**src/common/sbh_cfg.svh**
```systemverilog
`ifndef SBH_CFG_SVH
`define SBH_CFG_SVH

// Register offsets
`define SBH_OFS_DATA 8'hb0
`define SBH_OFS_INDEX 8'hb1
`define SBH_OFS_TARGET 8'hb2
`define SBH_OFS_CTRL 8'hb3

// Reset value of every software-visible register and field
`define SBH_RST_VAL 8'h00

// Control and status field positions
`define SBH_BIT_SKIP 7
`define SBH_BIT_RSVD 6
`define SBH_BIT_CBUSY 5
`define SBH_BIT_LBUSY 4
`define SBH_BIT_DET 3
`define SBH_BIT_FAST 2
`define SBH_BIT_CERR 1
`define SBH_BIT_LERR 0

// Target field layout
`define SBH_TGT_ADDR_MSB 7
`define SBH_TGT_ADDR_LSB 1
`define SBH_TGT_RW 0

// Timing
`define SBH_CLK_MHZ 250
`define SBH_NORM_PERIOD_NS 10000
`define SBH_FAST_PERIOD_NS 400
`define SBH_NORM_QTR ((`SBH_NORM_PERIOD_NS * `SBH_CLK_MHZ) / 4000)
`define SBH_FAST_QTR ((`SBH_FAST_PERIOD_NS * `SBH_CLK_MHZ) / 4000)

// Default load source and length
`define SBH_EEPROM_ADDR 7'h50
`define SBH_LOAD_BYTES 16

`endif

```
**src/common/sbh_pkg.sv**
```systemverilog
package sbh_pkg;

  typedef enum logic [1:0] {
    SBH_OP_START = 2'h0,
    SBH_OP_STOP = 2'h1,
    SBH_OP_WRITE = 2'h2,
    SBH_OP_READ = 2'h3
  } sbh_op_e;

  typedef struct packed {
    sbh_op_e op;
    logic [7:0] tx;
    logic ack;
  } sbh_cmd_s;

  typedef struct packed {
    logic wr;
    logic rd;
    logic [7:0] addr;
    logic [7:0] wdata;
  } sbh_cfg_req_s;

  typedef struct packed {
    logic valid;
    logic [7:0] index;
    logic [7:0] data;
  } sbh_load_s;

endpackage

```
**src/logic/sbh_bit_engine.sv**
```systemverilog
`timescale 1ns/1ps
`include "sbh_cfg.svh"

module sbh_bit_engine (
  input wire logic ref_clk_i,
  input wire logic srst_i,
  input wire logic cmd_valid_i,
  input sbh_pkg::sbh_cmd_s cmd_i,
  input wire logic fast_i,
  input wire logic scl_i,
  input wire logic sda_i,
  output logic done_o,
  output logic nack_o,
  output logic [7:0] rx_o,
  output logic scl_oe_o,
  output logic sda_oe_o
);
  import sbh_pkg::*;

  typedef enum logic [3:0] {
    E_IDLE = 4'h1,
    E_START = 4'h2,
    E_BIT = 4'h4,
    E_STOP = 4'h8
  } sbh_eng_e;

  localparam logic [9:0] NORM_RLD = 10'(`SBH_NORM_QTR - 1);
  localparam logic [9:0] FAST_RLD = 10'(`SBH_FAST_QTR - 1);

  sbh_eng_e state_q;
  logic [9:0] qcnt_q;
  logic [1:0] phase_q;
  logic [3:0] bit_q;
  logic [8:0] tx_q;
  logic [8:0] rx_q;
  logic scl_oe_q;
  logic sda_oe_q;
  logic done_q;
  logic step;

  // Phase 2 waits while the target stretches the clock
  assign step = (qcnt_q == 10'h000) && !((phase_q == 2'h2) && !scl_i);

  // Quarter-bit timebase
  always_ff @(posedge ref_clk_i) begin
    if (srst_i || state_q == E_IDLE) begin
      qcnt_q <= fast_i ? FAST_RLD : NORM_RLD;
    end else if (qcnt_q == 10'h000) begin
      qcnt_q <= step ? (fast_i ? FAST_RLD : NORM_RLD) : qcnt_q;
    end else begin
      qcnt_q <= qcnt_q - 10'h001;
    end
  end

  always_ff @(posedge ref_clk_i) begin
    if (srst_i) begin
      state_q <= E_IDLE;
      phase_q <= 2'h0;
      bit_q <= 4'h0;
      tx_q <= 9'h1ff;
      rx_q <= 9'h000;
      scl_oe_q <= 1'b0;
      sda_oe_q <= 1'b0;
      done_q <= 1'b0;
    end else begin
      done_q <= 1'b0;
      case (state_q)
        E_IDLE: begin
          phase_q <= 2'h0;
          bit_q <= 4'h0;
          if (cmd_valid_i) begin
            case (cmd_i.op)
              SBH_OP_START: state_q <= E_START;
              SBH_OP_STOP: state_q <= E_STOP;
              default: state_q <= E_BIT;
            endcase
            tx_q <= (cmd_i.op == SBH_OP_READ) ? {8'hff, ~cmd_i.ack} : {cmd_i.tx, 1'b1};
          end
        end
        E_START: begin
          if (step) begin
            phase_q <= phase_q + 2'h1;
            case (phase_q)
              2'h0: sda_oe_q <= 1'b0;
              2'h1: scl_oe_q <= 1'b0;
              2'h2: sda_oe_q <= 1'b1;
              default: begin
                scl_oe_q <= 1'b1;
                done_q <= 1'b1;
                state_q <= E_IDLE;
              end
            endcase
          end
        end
        E_BIT: begin
          if (step) begin
            phase_q <= phase_q + 2'h1;
            case (phase_q)
              2'h0: sda_oe_q <= ~tx_q[8];
              2'h1: scl_oe_q <= 1'b0;
              2'h2: rx_q <= {rx_q[7:0], sda_i};
              default: begin
                scl_oe_q <= 1'b1;
                tx_q <= {tx_q[7:0], 1'b1};
                bit_q <= bit_q + 4'h1;
                if (bit_q == 4'h8) begin
                  sda_oe_q <= 1'b0;
                  done_q <= 1'b1;
                  state_q <= E_IDLE;
                end
              end
            endcase
          end
        end
        E_STOP: begin
          if (step) begin
            phase_q <= phase_q + 2'h1;
            case (phase_q)
              2'h0: sda_oe_q <= 1'b1;
              2'h1: scl_oe_q <= 1'b0;
              2'h2: sda_oe_q <= 1'b0;
              default: begin
                done_q <= 1'b1;
                state_q <= E_IDLE;
              end
            endcase
          end
        end
        default: state_q <= E_IDLE;
      endcase
    end
  end

  assign done_o = done_q;
  assign nack_o = rx_q[0];
  assign rx_o = rx_q[8:1];
  assign scl_oe_o = scl_oe_q;
  assign sda_oe_o = sda_oe_q;

endmodule // sbh_bit_engine

```
**src/logic/sbh_top.sv**
```systemverilog
`timescale 1ns/1ps
`include "sbh_cfg.svh"

// Function
// Byte index register is the byte address sent to the target.
// Software loads the byte index before writing the target register.
// Writing the target register launches one serial cycle with that value.
// Target register bits 7:1 give the target device address.
// Target register bit 0: zero is byte write, one is byte read.
// Skip bit zero sends address and index; one sends address only.
// Cycle busy flag is high exactly while a software cycle runs.
// Load busy flag is high while defaults download from the EEPROM.
// Detected flag set on finding an EEPROM, once per link or global reset.
// Detected flag enables the serial interface and gates the default load.
// Software may set detected flag; no load then follows.
// Fast test bit selects test clock rate instead of about 100 kHz.
// Cycle error flag set on failed software cycle, cleared by reading.
// Load error flag set on download failure, cleared by reading.
// All registers return to zero on link, global or power-on reset.
// Control bit 6 is reserved and reads zero.
// Software writes the data byte before launching a write cycle.
// Read cycle leaves received byte in data register once busy clears.
// Cycles use start, address, acknowledge and stop; missing ack is an error.
module sbh_top #(
  parameter logic [6:0] EEPROM_ADDR = `SBH_EEPROM_ADDR,
  parameter int LOAD_BYTES = `SBH_LOAD_BYTES
) (
  input wire logic ref_clk_i,
  input wire logic srst_i,
  input wire logic link_reset_n_i,
  input wire logic global_reset_n_i,
  input sbh_pkg::sbh_cfg_req_s cfg_req_i,
  output logic [7:0] cfg_rdata_o,
  output sbh_pkg::sbh_load_s load_o,
  input wire logic scl_i,
  output logic scl_o,
  output logic scl_oe_o,
  input wire logic sda_i,
  output logic sda_o,
  output logic sda_oe_o
);
  import sbh_pkg::*;

  typedef enum logic [7:0] {
    T_IDLE = 8'h01,
    T_START = 8'h02,
    T_ADDR = 8'h04,
    T_INDEX = 8'h08,
    T_RSTART = 8'h10,
    T_ADDRR = 8'h20,
    T_DATA = 8'h40,
    T_STOP = 8'h80
  } sbh_seq_e;

  localparam logic [7:0] LAST_IDX = 8'(LOAD_BYTES - 1);

  function automatic logic reg_hit(input logic strobe, input logic [7:0] addr, input logic [7:0] ofs);
    reg_hit = strobe && (addr == ofs);
  endfunction

  // Pin synchronisers: scl, sda, link reset, global reset
  logic [3:0] pin_raw;
  logic [3:0] pin_s1_q;
  logic [3:0] pin_s2_q;
  logic scl_s;
  logic sda_s;
  logic rst;

  assign pin_raw = {global_reset_n_i, link_reset_n_i, sda_i, scl_i};

  genvar gi;
  generate
    for (gi = 0; gi < 4; gi++) begin : g_sync
      always_ff @(posedge ref_clk_i) begin
        if (srst_i) begin
          pin_s1_q[gi] <= 1'b1;
          pin_s2_q[gi] <= 1'b1;
        end else begin
          pin_s1_q[gi] <= pin_raw[gi];
          pin_s2_q[gi] <= pin_s1_q[gi];
        end
      end
    end
  endgenerate

  assign scl_s = pin_s2_q[0];
  assign sda_s = pin_s2_q[1];
  assign rst = srst_i || !pin_s2_q[2] || !pin_s2_q[3];

  // Register file
  logic [7:0] data_q;
  logic [7:0] index_q;
  logic [7:0] target_q;
  logic skip_q;
  logic det_q;
  logic fast_q;
  logic cerr_q;
  logic lerr_q;
  logic [7:0] rdata_q;

  // Sequencer state
  sbh_seq_e state_q;
  sbh_seq_e state_d;
  logic owner_load_q;
  logic load_pend_q;
  logic [7:0] load_idx_q;
  logic fail_q;
  logic [6:0] cur_addr_q;
  logic cur_rd_q;
  logic cur_skip_q;
  logic [7:0] cur_idx_q;
  logic [7:0] cur_wdata_q;
  logic [7:0] rx_hold_q;
  sbh_load_s load_q;

  // Engine link
  sbh_cmd_s cmd_q;
  sbh_cmd_s cmd_d;
  logic cmd_valid_q;
  logic issue_d;
  logic eng_done;
  logic eng_nack;
  logic [7:0] eng_rx;

  logic wr_data;
  logic wr_index;
  logic wr_target;
  logic wr_ctrl;
  logic rd_ctrl;
  logic launch;
  logic load_go;
  logic cycle_busy;
  logic load_busy;
  logic ack_miss;
  logic sw_fail_evt;
  logic load_fail_evt;
  logic seq_end;
  logic [7:0] ctrl_view;

  assign wr_data = reg_hit(cfg_req_i.wr, cfg_req_i.addr, `SBH_OFS_DATA);
  assign wr_index = reg_hit(cfg_req_i.wr, cfg_req_i.addr, `SBH_OFS_INDEX);
  assign wr_target = reg_hit(cfg_req_i.wr, cfg_req_i.addr, `SBH_OFS_TARGET);
  assign wr_ctrl = reg_hit(cfg_req_i.wr, cfg_req_i.addr, `SBH_OFS_CTRL);
  assign rd_ctrl = reg_hit(cfg_req_i.rd, cfg_req_i.addr, `SBH_OFS_CTRL);

  // Load has priority; software cycles need the interface enabled
  assign load_go = (state_q == T_IDLE) && load_pend_q;
  assign launch = wr_target && (state_q == T_IDLE) && !load_pend_q && det_q;

  assign cycle_busy = (state_q != T_IDLE) && !owner_load_q;
  assign load_busy = owner_load_q && det_q && ((state_q != T_IDLE) || load_pend_q);

  // Ack missing on an address, index or written data byte
  assign ack_miss = eng_done && eng_nack &&
                    ((state_q == T_ADDR) || (state_q == T_INDEX) || (state_q == T_ADDRR) ||
                     ((state_q == T_DATA) && !cur_rd_q));
  assign seq_end = eng_done && (state_q == T_STOP);
  assign sw_fail_evt = seq_end && !owner_load_q && fail_q;
  assign load_fail_evt = seq_end && owner_load_q && fail_q && det_q;

  // Next step and the engine command that opens it
  always_comb begin
    state_d = state_q;
    issue_d = 1'b0;
    cmd_d = '{op: SBH_OP_START, tx: 8'h00, ack: 1'b0};
    case (state_q)
      T_IDLE: begin
        if (load_go || launch) begin
          state_d = T_START;
          issue_d = 1'b1;
        end
      end
      T_START: begin
        if (eng_done) begin
          state_d = T_ADDR;
          issue_d = 1'b1;
          cmd_d = '{op: SBH_OP_WRITE, tx: {cur_addr_q, cur_rd_q && cur_skip_q}, ack: 1'b0};
        end
      end
      T_ADDR: begin
        if (eng_done) begin
          issue_d = 1'b1;
          if (ack_miss) begin
            state_d = T_STOP;
            cmd_d.op = SBH_OP_STOP;
          end else if (cur_skip_q) begin
            state_d = T_DATA;
            cmd_d = '{op: cur_rd_q ? SBH_OP_READ : SBH_OP_WRITE, tx: cur_wdata_q, ack: 1'b0};
          end else begin
            state_d = T_INDEX;
            cmd_d = '{op: SBH_OP_WRITE, tx: cur_idx_q, ack: 1'b0};
          end
        end
      end
      T_INDEX: begin
        if (eng_done) begin
          issue_d = 1'b1;
          if (ack_miss) begin
            state_d = T_STOP;
            cmd_d.op = SBH_OP_STOP;
          end else if (cur_rd_q) begin
            state_d = T_RSTART;
          end else begin
            state_d = T_DATA;
            cmd_d = '{op: SBH_OP_WRITE, tx: cur_wdata_q, ack: 1'b0};
          end
        end
      end
      T_RSTART: begin
        if (eng_done) begin
          state_d = T_ADDRR;
          issue_d = 1'b1;
          cmd_d = '{op: SBH_OP_WRITE, tx: {cur_addr_q, 1'b1}, ack: 1'b0};
        end
      end
      T_ADDRR: begin
        if (eng_done) begin
          issue_d = 1'b1;
          if (ack_miss) begin
            state_d = T_STOP;
            cmd_d.op = SBH_OP_STOP;
          end else begin
            state_d = T_DATA;
            cmd_d = '{op: SBH_OP_READ, tx: 8'hff, ack: 1'b0};
          end
        end
      end
      T_DATA: begin
        if (eng_done) begin
          state_d = T_STOP;
          issue_d = 1'b1;
          cmd_d.op = SBH_OP_STOP;
        end
      end
      T_STOP: begin
        if (eng_done) begin
          state_d = T_IDLE;
        end
      end
      default: state_d = T_IDLE;
    endcase
  end

  always_ff @(posedge ref_clk_i) begin
    if (rst) begin
      state_q <= T_IDLE;
      cmd_valid_q <= 1'b0;
      cmd_q <= '{op: SBH_OP_START, tx: 8'h00, ack: 1'b0};
    end else begin
      state_q <= state_d;
      cmd_valid_q <= issue_d;
      cmd_q <= cmd_d;
    end
  end

  // Cycle parameters latched at launch
  always_ff @(posedge ref_clk_i) begin
    if (rst) begin
      owner_load_q <= 1'b0;
      cur_addr_q <= 7'h00;
      cur_rd_q <= 1'b0;
      cur_skip_q <= 1'b0;
      cur_idx_q <= `SBH_RST_VAL;
      cur_wdata_q <= `SBH_RST_VAL;
    end else if (load_go) begin
      owner_load_q <= 1'b1;
      cur_addr_q <= EEPROM_ADDR;
      cur_rd_q <= 1'b1;
      cur_skip_q <= 1'b0;
      cur_idx_q <= load_idx_q;
    end else if (launch) begin
      owner_load_q <= 1'b0;
      cur_addr_q <= cfg_req_i.wdata[`SBH_TGT_ADDR_MSB:`SBH_TGT_ADDR_LSB];
      cur_rd_q <= cfg_req_i.wdata[`SBH_TGT_RW];
      cur_skip_q <= skip_q;
      cur_idx_q <= index_q;
      cur_wdata_q <= data_q;
    end
  end

  // Failure seen within the current cycle
  always_ff @(posedge ref_clk_i) begin
    if (rst || (state_q == T_IDLE)) begin
      fail_q <= 1'b0;
    end else if (ack_miss) begin
      fail_q <= 1'b1;
    end
  end

  always_ff @(posedge ref_clk_i) begin
    if (rst) begin
      rx_hold_q <= `SBH_RST_VAL;
    end else if (eng_done && (state_q == T_DATA) && cur_rd_q) begin
      rx_hold_q <= eng_rx;
    end
  end

  // Detection and default load, once per reset
  always_ff @(posedge ref_clk_i) begin
    if (rst) begin
      load_pend_q <= 1'b1;
      load_idx_q <= 8'h00;
      load_q <= '{valid: 1'b0, index: 8'h00, data: 8'h00};
    end else begin
      load_q.valid <= 1'b0;
      if (load_go) begin
        load_pend_q <= 1'b0;
      end else if (seq_end && owner_load_q && !fail_q && det_q) begin
        load_q <= '{valid: 1'b1, index: cur_idx_q, data: rx_hold_q};
        if (load_idx_q != LAST_IDX) begin
          load_idx_q <= load_idx_q + 8'h01;
          load_pend_q <= 1'b1;
        end
      end
    end
  end

  // Software-visible registers
  always_ff @(posedge ref_clk_i) begin
    if (rst) begin
      data_q <= `SBH_RST_VAL;
      index_q <= `SBH_RST_VAL;
      target_q <= `SBH_RST_VAL;
    end else begin
      if (wr_index) begin
        index_q <= cfg_req_i.wdata;
      end
      if (wr_target) begin
        target_q <= cfg_req_i.wdata;
      end
      if (seq_end && !owner_load_q && cur_rd_q && !fail_q) begin
        data_q <= rx_hold_q;
      end else if (wr_data) begin
        data_q <= cfg_req_i.wdata;
      end
    end
  end

  always_ff @(posedge ref_clk_i) begin
    if (rst) begin
      skip_q <= 1'b0;
      fast_q <= 1'b0;
    end else if (wr_ctrl) begin
      skip_q <= cfg_req_i.wdata[`SBH_BIT_SKIP];
      fast_q <= cfg_req_i.wdata[`SBH_BIT_FAST];
    end
  end

  // Detected on the first address ack of the load; software may also set it
  always_ff @(posedge ref_clk_i) begin
    if (rst) begin
      det_q <= 1'b0;
    end else if (eng_done && (state_q == T_ADDR) && owner_load_q && !eng_nack && !det_q) begin
      det_q <= 1'b1;
    end else if (wr_ctrl) begin
      det_q <= cfg_req_i.wdata[`SBH_BIT_DET];
    end
  end

  // Error flags: a new error wins over the clearing read
  always_ff @(posedge ref_clk_i) begin
    if (rst) begin
      cerr_q <= 1'b0;
      lerr_q <= 1'b0;
    end else begin
      if (sw_fail_evt) begin
        cerr_q <= 1'b1;
      end else if (rd_ctrl) begin
        cerr_q <= 1'b0;
      end
      if (load_fail_evt) begin
        lerr_q <= 1'b1;
      end else if (rd_ctrl) begin
        lerr_q <= 1'b0;
      end
    end
  end

  always_comb begin
    ctrl_view = `SBH_RST_VAL;
    ctrl_view[`SBH_BIT_SKIP] = skip_q;
    ctrl_view[`SBH_BIT_RSVD] = 1'b0;
    ctrl_view[`SBH_BIT_CBUSY] = cycle_busy;
    ctrl_view[`SBH_BIT_LBUSY] = load_busy;
    ctrl_view[`SBH_BIT_DET] = det_q;
    ctrl_view[`SBH_BIT_FAST] = fast_q;
    ctrl_view[`SBH_BIT_CERR] = cerr_q;
    ctrl_view[`SBH_BIT_LERR] = lerr_q;
  end

  // Read data, one cycle after the read strobe
  always_ff @(posedge ref_clk_i) begin
    if (rst) begin
      rdata_q <= `SBH_RST_VAL;
    end else if (cfg_req_i.rd) begin
      case (cfg_req_i.addr)
        `SBH_OFS_DATA: rdata_q <= data_q;
        `SBH_OFS_INDEX: rdata_q <= index_q;
        `SBH_OFS_TARGET: rdata_q <= target_q;
        `SBH_OFS_CTRL: rdata_q <= ctrl_view;
        default: rdata_q <= 8'h00;
      endcase
    end
  end

  sbh_bit_engine u_engine (
    .ref_clk_i(ref_clk_i),
    .srst_i(rst),
    .cmd_valid_i(cmd_valid_q),
    .cmd_i(cmd_q),
    .fast_i(fast_q),
    .scl_i(scl_s),
    .sda_i(sda_s),
    .done_o(eng_done),
    .nack_o(eng_nack),
    .rx_o(eng_rx),
    .scl_oe_o(scl_oe_o),
    .sda_oe_o(sda_oe_o)
  );

  assign cfg_rdata_o = rdata_q;
  assign load_o = load_q;
  // Open drain: the pins only ever pull low
  assign scl_o = 1'b0;
  assign sda_o = 1'b0;

endmodule // sbh_top

```
**config.mk**
```make
export PLATFORM = sky130hd
export DESIGN_NAME = sbh_top
export DESIGN_NICKNAME = d
export VERILOG_FILES = /design/src/common/sbh_pkg.sv /design/src/logic/sbh_bit_engine.sv /design/src/logic/sbh_top.sv
export VERILOG_INCLUDE_DIRS = /design/src /design/src/common
export SDC_FILE = /design/constraint.sdc
export NUM_CORES = 1
export LEC_CHECK = 0
export ABC_CLOCK_PERIOD_IN_PS = 3000
export BUFFER_PORTS_ARGS = -buffer_cell sky130_fd_sc_hd__buf_2
export CAP_MARGIN = 20
export CORE_ASPECT_RATIO = 1.25
export CORE_MARGIN = 5
export CORE_UTILIZATION = 60
export CTS_CLUSTER_DIAMETER = 30
export CTS_CLUSTER_SIZE = 24
export DETAILED_ROUTE_END_ITERATION = 8
export PLACE_DENSITY_LB_ADDON = 0.08
export SLEW_MARGIN = 20
export SYNTH_ARGS = -nofsm -noshare
export SYNTH_HDL_FRONTEND = slang
export SYNTH_SLANG_ARGS = --single-unit
```
**constraint.sdc**
```tcl
create_clock -name ref_clk_i -period 3 [get_ports ref_clk_i]
set_input_delay 0.15 -clock ref_clk_i [delete_from_list [all_inputs] [get_ports ref_clk_i]]
set_output_delay 0.15 -clock ref_clk_i [all_outputs]
set_load 0.03 [all_outputs]
```
# Word-level counts from Yosys, hierarchy flattened
# Index checks and enable logic that the tools add are counted.
# word_totals
out_inout_bits	29
reg_bits	167
word_cells	282
# op_classes
n_eq_ne	48
reduce_logical	87
add_sub_neg	4
bitwise_logic	3
mux	95
# op_table
cell	n
$mux W8	15
$mux W11	6
$pmux W8 S8	1
$mux W9	7
$mux W10	5
$pmux W9 S5	1
$eq A8 B8 Y1 const B	5
$logic_and A1 B1 Y1	34
$mux W4	8
$pmux W8 S4	1
$ne A2 B1 Y1 const B	15
$mux W1	28
$mux W7	4
$reduce_bool A2 Y1	10
$pmux W9 S2	1
$mux W17	1
$pmux W4 S2	2
$reduce_and A8 Y1	2
$pmux W1 S2	7
$ne A2 B2 Y1 const B	6
$pmux W2 S6	1
$pmux W4 S3	1
$logic_not A1 Y1	10
$logic_not A10 Y1	1
other kinds (36)	65

# Longest topological paths before layout
# depth
word_depth	8
depth_mapped	10
mapped_depth_nobuf	8

# Hierarchy
# From an unflattened synthesis, not the netlist that was laid out.
# hier_totals
cells_unflattened	858
hier_area_um2	7623.6
# by_module_without_submodules
module	cells_each	n_inst	area_each_um2
sbh_top	622	1	5406.4
sbh_bit_engine	236	1	2217.1

# Worst setup path before layout
# No wires, ideal clock.
# synth_path
path_kind	register to register
startpoint	register u_engine.qcnt_q[0]
endpoint	register u_engine.state_q[1]
setup_ns	0.128
t_required_ns	2.872
path_slack_ns	0.612
t_arrival_ns	2.261
stages_incl_launch_ff	9
cell_sequence	edfxtp_1 inv_1 ha_1 or4b_2 nor4_4 nand3_2 a21oi_4 mux2i_1 nor2_1
# synth_between
elab_chain_cells	4
# synth_rtl
item	line	rtl
from (decl)	sbh_bit_engine.sv:31	logic [9:0] qcnt_q;
from (signal assigned)	sbh_bit_engine.sv:47	qcnt_q <= fast_i ? FAST_RLD : NORM_RLD;
from (signal assigned)	sbh_bit_engine.sv:49	qcnt_q <= step ? (fast_i ? FAST_RLD : NORM_RLD) : qcnt_q;
from (signal assigned)	sbh_bit_engine.sv:51	qcnt_q <= qcnt_q - 10'h001;
$logic_not A10 Y1 (*)	sbh_bit_engine.sv:42	assign step = (qcnt_q == 10'h000) && !((phase_q == 2'h2) && !scl_i);
$logic_and A1 B1 Y1 (*)	sbh_bit_engine.sv:42	
$ne A2 B1 Y1 (no source line)	--	
$reduce_and A6 Y1 (no source line) (*)	--	
to (signal assigned)	sbh_bit_engine.sv:57	state_q <= E_IDLE;
to (signal assigned)	sbh_bit_engine.sv:73	SBH_OP_START: state_q <= E_START;
to (signal assigned)	sbh_bit_engine.sv:74	SBH_OP_STOP: state_q <= E_STOP;
to (decl)	sbh_bit_engine.sv:30	sbh_eng_e state_q;
# Mark *: on every way between the ends. The rest lies on a longest branch, timed or not.
# A chain may end at the register's enable or synchronous reset.

# Worst setup path after layout
# layout_path
startpoint	register u_engine.qcnt_q[0]
endpoint	register u_engine.qcnt_q[0] (enable)
# layout_between
elab_chain_cells	3
# layout_rtl
item	line
$logic_not A10 Y1 (*)	sbh_bit_engine.sv:42, sbh_bit_engine.sv:48
$logic_and A1 B1 Y1	sbh_bit_engine.sv:42
$ne A3 B2 Y1 (no source line) (*)	--
# Marks and branches as above.

==> summary.md <==
| Metric | Value |
|---|---|
| Primary FF master, synth | `dfxtp_1` |
| Port bufs | `50` |
| GR Util All Layers | `a little over a quarter` |
| Via/cell ratio | `about 6` |
| Net Sw Power | `1397 uW` |
| Internal Power | `around 3900 uW` |
| PwrDens | `a little over 600 nW/um^2` |
| Critical Path RT | `~3000 ps` |
| Commonest non-fill, non-tap cells in the layout | `dfxtp_1, nand2_1, nor2_1` |
| Largest net degree at the start of global routing | `43` |
| Final period util | `between 80% and 90%` |
| # IOs | `between 50 and 60` |
| Worst-Skew Late Latency | `approximately 420 ps` |
| Overflow after GRT | `0` |
| Synth Warn # | `0` |
| Worst setup path class | `register to register` |
| Total Negative Setup Slacks | `0 ps` |
| Total Wirelength | `19050 um` |
| Antenna Violating Nets Remaining | `0` |
| VDD IR-drop max | `380.4 uV` |
| Crit. End Element | `register` |
| Initial DRT Pass Iterations | `6` |
| Fraction of layout instances using a drive strength above 1 | `between 10% and 20%` |
| CP max FO | `10` |
| Static Leak | `roughly 0.0032 uW` |
| Final hold violation count | `0` |
| Residual DRC | `0` |
| Post-CTS Repair Setup Buffers | `0` |
| Combinational share of power | `12.2%` |
| Register bit total from synthesis | `~170` |
| Cell count after synthesis | `~840` |
| Total core area | `between 10000 and 15000 um^2` |
| Diodes inserted | `0` |
| Max Freq | `~380 MHz` |
| Hold crit path type | `primary input to register` |
| Routing usage on met2 | `between 40 and 50%` |
| H-Tree Depth | `4` |
| Chip Width | `between 100 and 150 um` |
| Yosys cell types | `67` |
| Max_cap viols | `0` |
| Reg clk slew, reported paths | `60 ps` |
| Hold slack | `~29 ps` |
| Synth top area cells | `dfxtp_1, mux2i_1, nand2_1, a21oi_1, edfxtp_1` |
| CTS tree | `yes` |
| Antenna violations before repair | `0` |
| Dpl hpwl | `between 10000 and 15000 um` |
| CTS Sinks | `approximately 170` |
| Final Critical Period | `approximately 2700 ps` |
| Final setup violation count | `0` |
| Met1 Use GR | `about a third` |
| # nets final | `between 900 and 1000` |
| Register area share after synthesis | `about 45%` |
| Worst slew pin tran | `just over 700 ps` |
| Post-synthesis instance area | `7501 um^2` |
| Async S/R FF share, synth | `0%` |
| RSZ-0062 raised after global routing | `no` |
| Clk network pwr share | `between 40% and 50%` |
| Busiest grt layer | `met2` |
| Met3 Use GR | `3.922%` |
| CP startpoint kind | `register` |
| Synth area leader | `dfxtp_1` |
| First-pass GRT wire length | `about 30000 um` |
| Starting Density | `61.39%` |
| Outcome | `finished, final reports clean` |
| Longest Clk Path Bufs | `2` |
| Row Count | `between 40 and 50` |
| Root Driver | `clkbuf_16` |
| Most common cell after layout, fill and taps aside | `dfxtp_1` |
| CTS Buf Count | `17` |
| Max Slew Vio Count | `0` |
| Synth top area share | `41.37%` |
| P&R area growth vs syn | `13.28%` |
| Number of synthesized flops with an enable pin | `10` |
| Initial DRC count | `between 600 and 700` |
| Die height | `about 140 um` |
| Max_slew headroom | `roughly half` |
| Data arrival time of the critical path | `around 2700 ps` |
| Syn_area_per_cell | `between 8 and 9 um^2` |
| Proportion of power drawn by flip-flops and latches | `a little under half` |
| Clk_skew | `9.980 ps` |
| Net Sw Frac | `between 20% and 30%` |
| Vias in the first global route | `roughly 6200` |
| Area of the die | `roughly 15000 um^2` |
| Total number of vias | `6350` |
| Drt wl/cell | `approximately 18 um` |
| Placer Congestion | `a little over 0.9` |
final timing paths:
path	start	to	slack [ps]	cells after the start
max	u_engine.qcnt_q[0]$_SDFFCE_PP0P_	u_engine.qcnt_q[0]$_SDFFCE_PP0P_	340	5
min	srst_i	pin_s2_q[2]$_SDFF_PP1_	30	2
max reg2reg	u_engine.qcnt_q[0]$_SDFFCE_PP0P_	u_engine.qcnt_q[0]$_SDFFCE_PP0P_	340	5
min reg2reg	pin_s1_q[2]$_SDFF_PP1_	pin_s2_q[2]$_SDFF_PP1_	410	1
routing by layer:
layer | share of wire, % | up-vias
li1 | - | 3084
met1 | 41 | 3041
met2 | 52 | 183
met3 | 4.2 | 42
met4 | 3.3 | 0
met5 | 0 | -
power by group through the flow:
| stage | logic (uW) | clock network, uW | registers, uW |
|---|---|---|---|
| 5_1_grt | 708 | 2350 | 2430 |
| 4_1_cts | 641 | 2260 | 2410 |
| 6_report | 645 | 2220 | 2420 |
| 2_1_floorplan | 498 | 0 | 2410 |
| 3_5_place_dp | 630 | 0 | 2460 |
| 3_3_place_gp | 613 | 0 | 2460 |
cells in the mapped netlist (all sizes together) (2+ instances only):
master	number
dfxtp	155
nand2	106
nor2	79
a21oi	76
mux2i	60
clkbuf	40
o21ai	38
nand3	32
nor3	30
o22ai	16
buf	14
a31oi	13
and3	13
nand2b	12
nand4	12
or3	12
inv	11
edfxtp	10
ha	9
or2	9
xor2	9
xnor2	8
a221oi	7
nand3b	7
nor4	7
nand4b	6
a211oi	5
mux4	5
a211o	4
nor2b	4
o211ai	4
and3b	3
o31ai	3
or4	3
nor4b	2
o21a	2
final cells by class:
type                    instances  area (um^2)
repair buffers                 71        417.9
flip-flops and latches        165         3403
inverters                      11        41.29
well taps                     164        205.2
clock buffers                  21        460.4
fillers                      1015         3721
multi-input cells             612         3819
clock inverters                11        150.1
registers in the layout, summed over array words and instances (netlist names), 2 cells and up:
register and count:
cfg_rdata_o 8, cmd_q 10, cur_addr_q 7, cur_idx_q 8, cur_wdata_q 8, data_q 8
index_q 8, load_idx_q 8, load_o 17, pin_s1_q 4, pin_s2_q 2, rx_hold_q 8
state_q 8, target_q 8, u_engine.bit_q 4, u_engine.phase_q 2, u_engine.qcnt_q 10, u_engine.rx_q 9
u_engine.state_q 4, u_engine.tx_q 8
cell families (layout without fill, tap and decap cells):
logic type	count (synthesis)	in the layout	share of synthesized area [%]
mux	65	65	9.508
other cells	1	2	0.04999
simple gates	342	342	23.52
xor+xnor	17	17	1.985
fa+ha+maj	9	9	1.501
compound gates	177	177	14.30
flops	165	165	45.37
buf+inv	65	114	3.770
timing repair:
item                       4_1_cts  5_1_grt
resized for setup                0        0
setup endpoints to repair        0        0
hold buffers                     4        0
hold endpoints to repair         4        0
stage by stage:
stage	cells	cell area (um^2)	util (%)	worst slack, ps	total power (uW)
6_report	1055	8497	69.54	335.7	5287
5_1_grt	1055	8497	69.54	127.0	5484
4_1_cts	1055	8497	69.54	351.5	5310
3_5_place_dp	1019	7846	64.22	356.0	3090
3_3_place_gp	1019	7846	64.22	490.5	3068
2_1_floorplan	842	7505	-	611.5	2905
worst max-delay path, cell delays in order (launching register included):
cell and delay, ps:
edfxtp_1 430, inv_1 120, ha_1 170, or4b_2 640
nor3_1 380, nand4_1 500
Note: power is estimated with default switching activity, not from simulation.
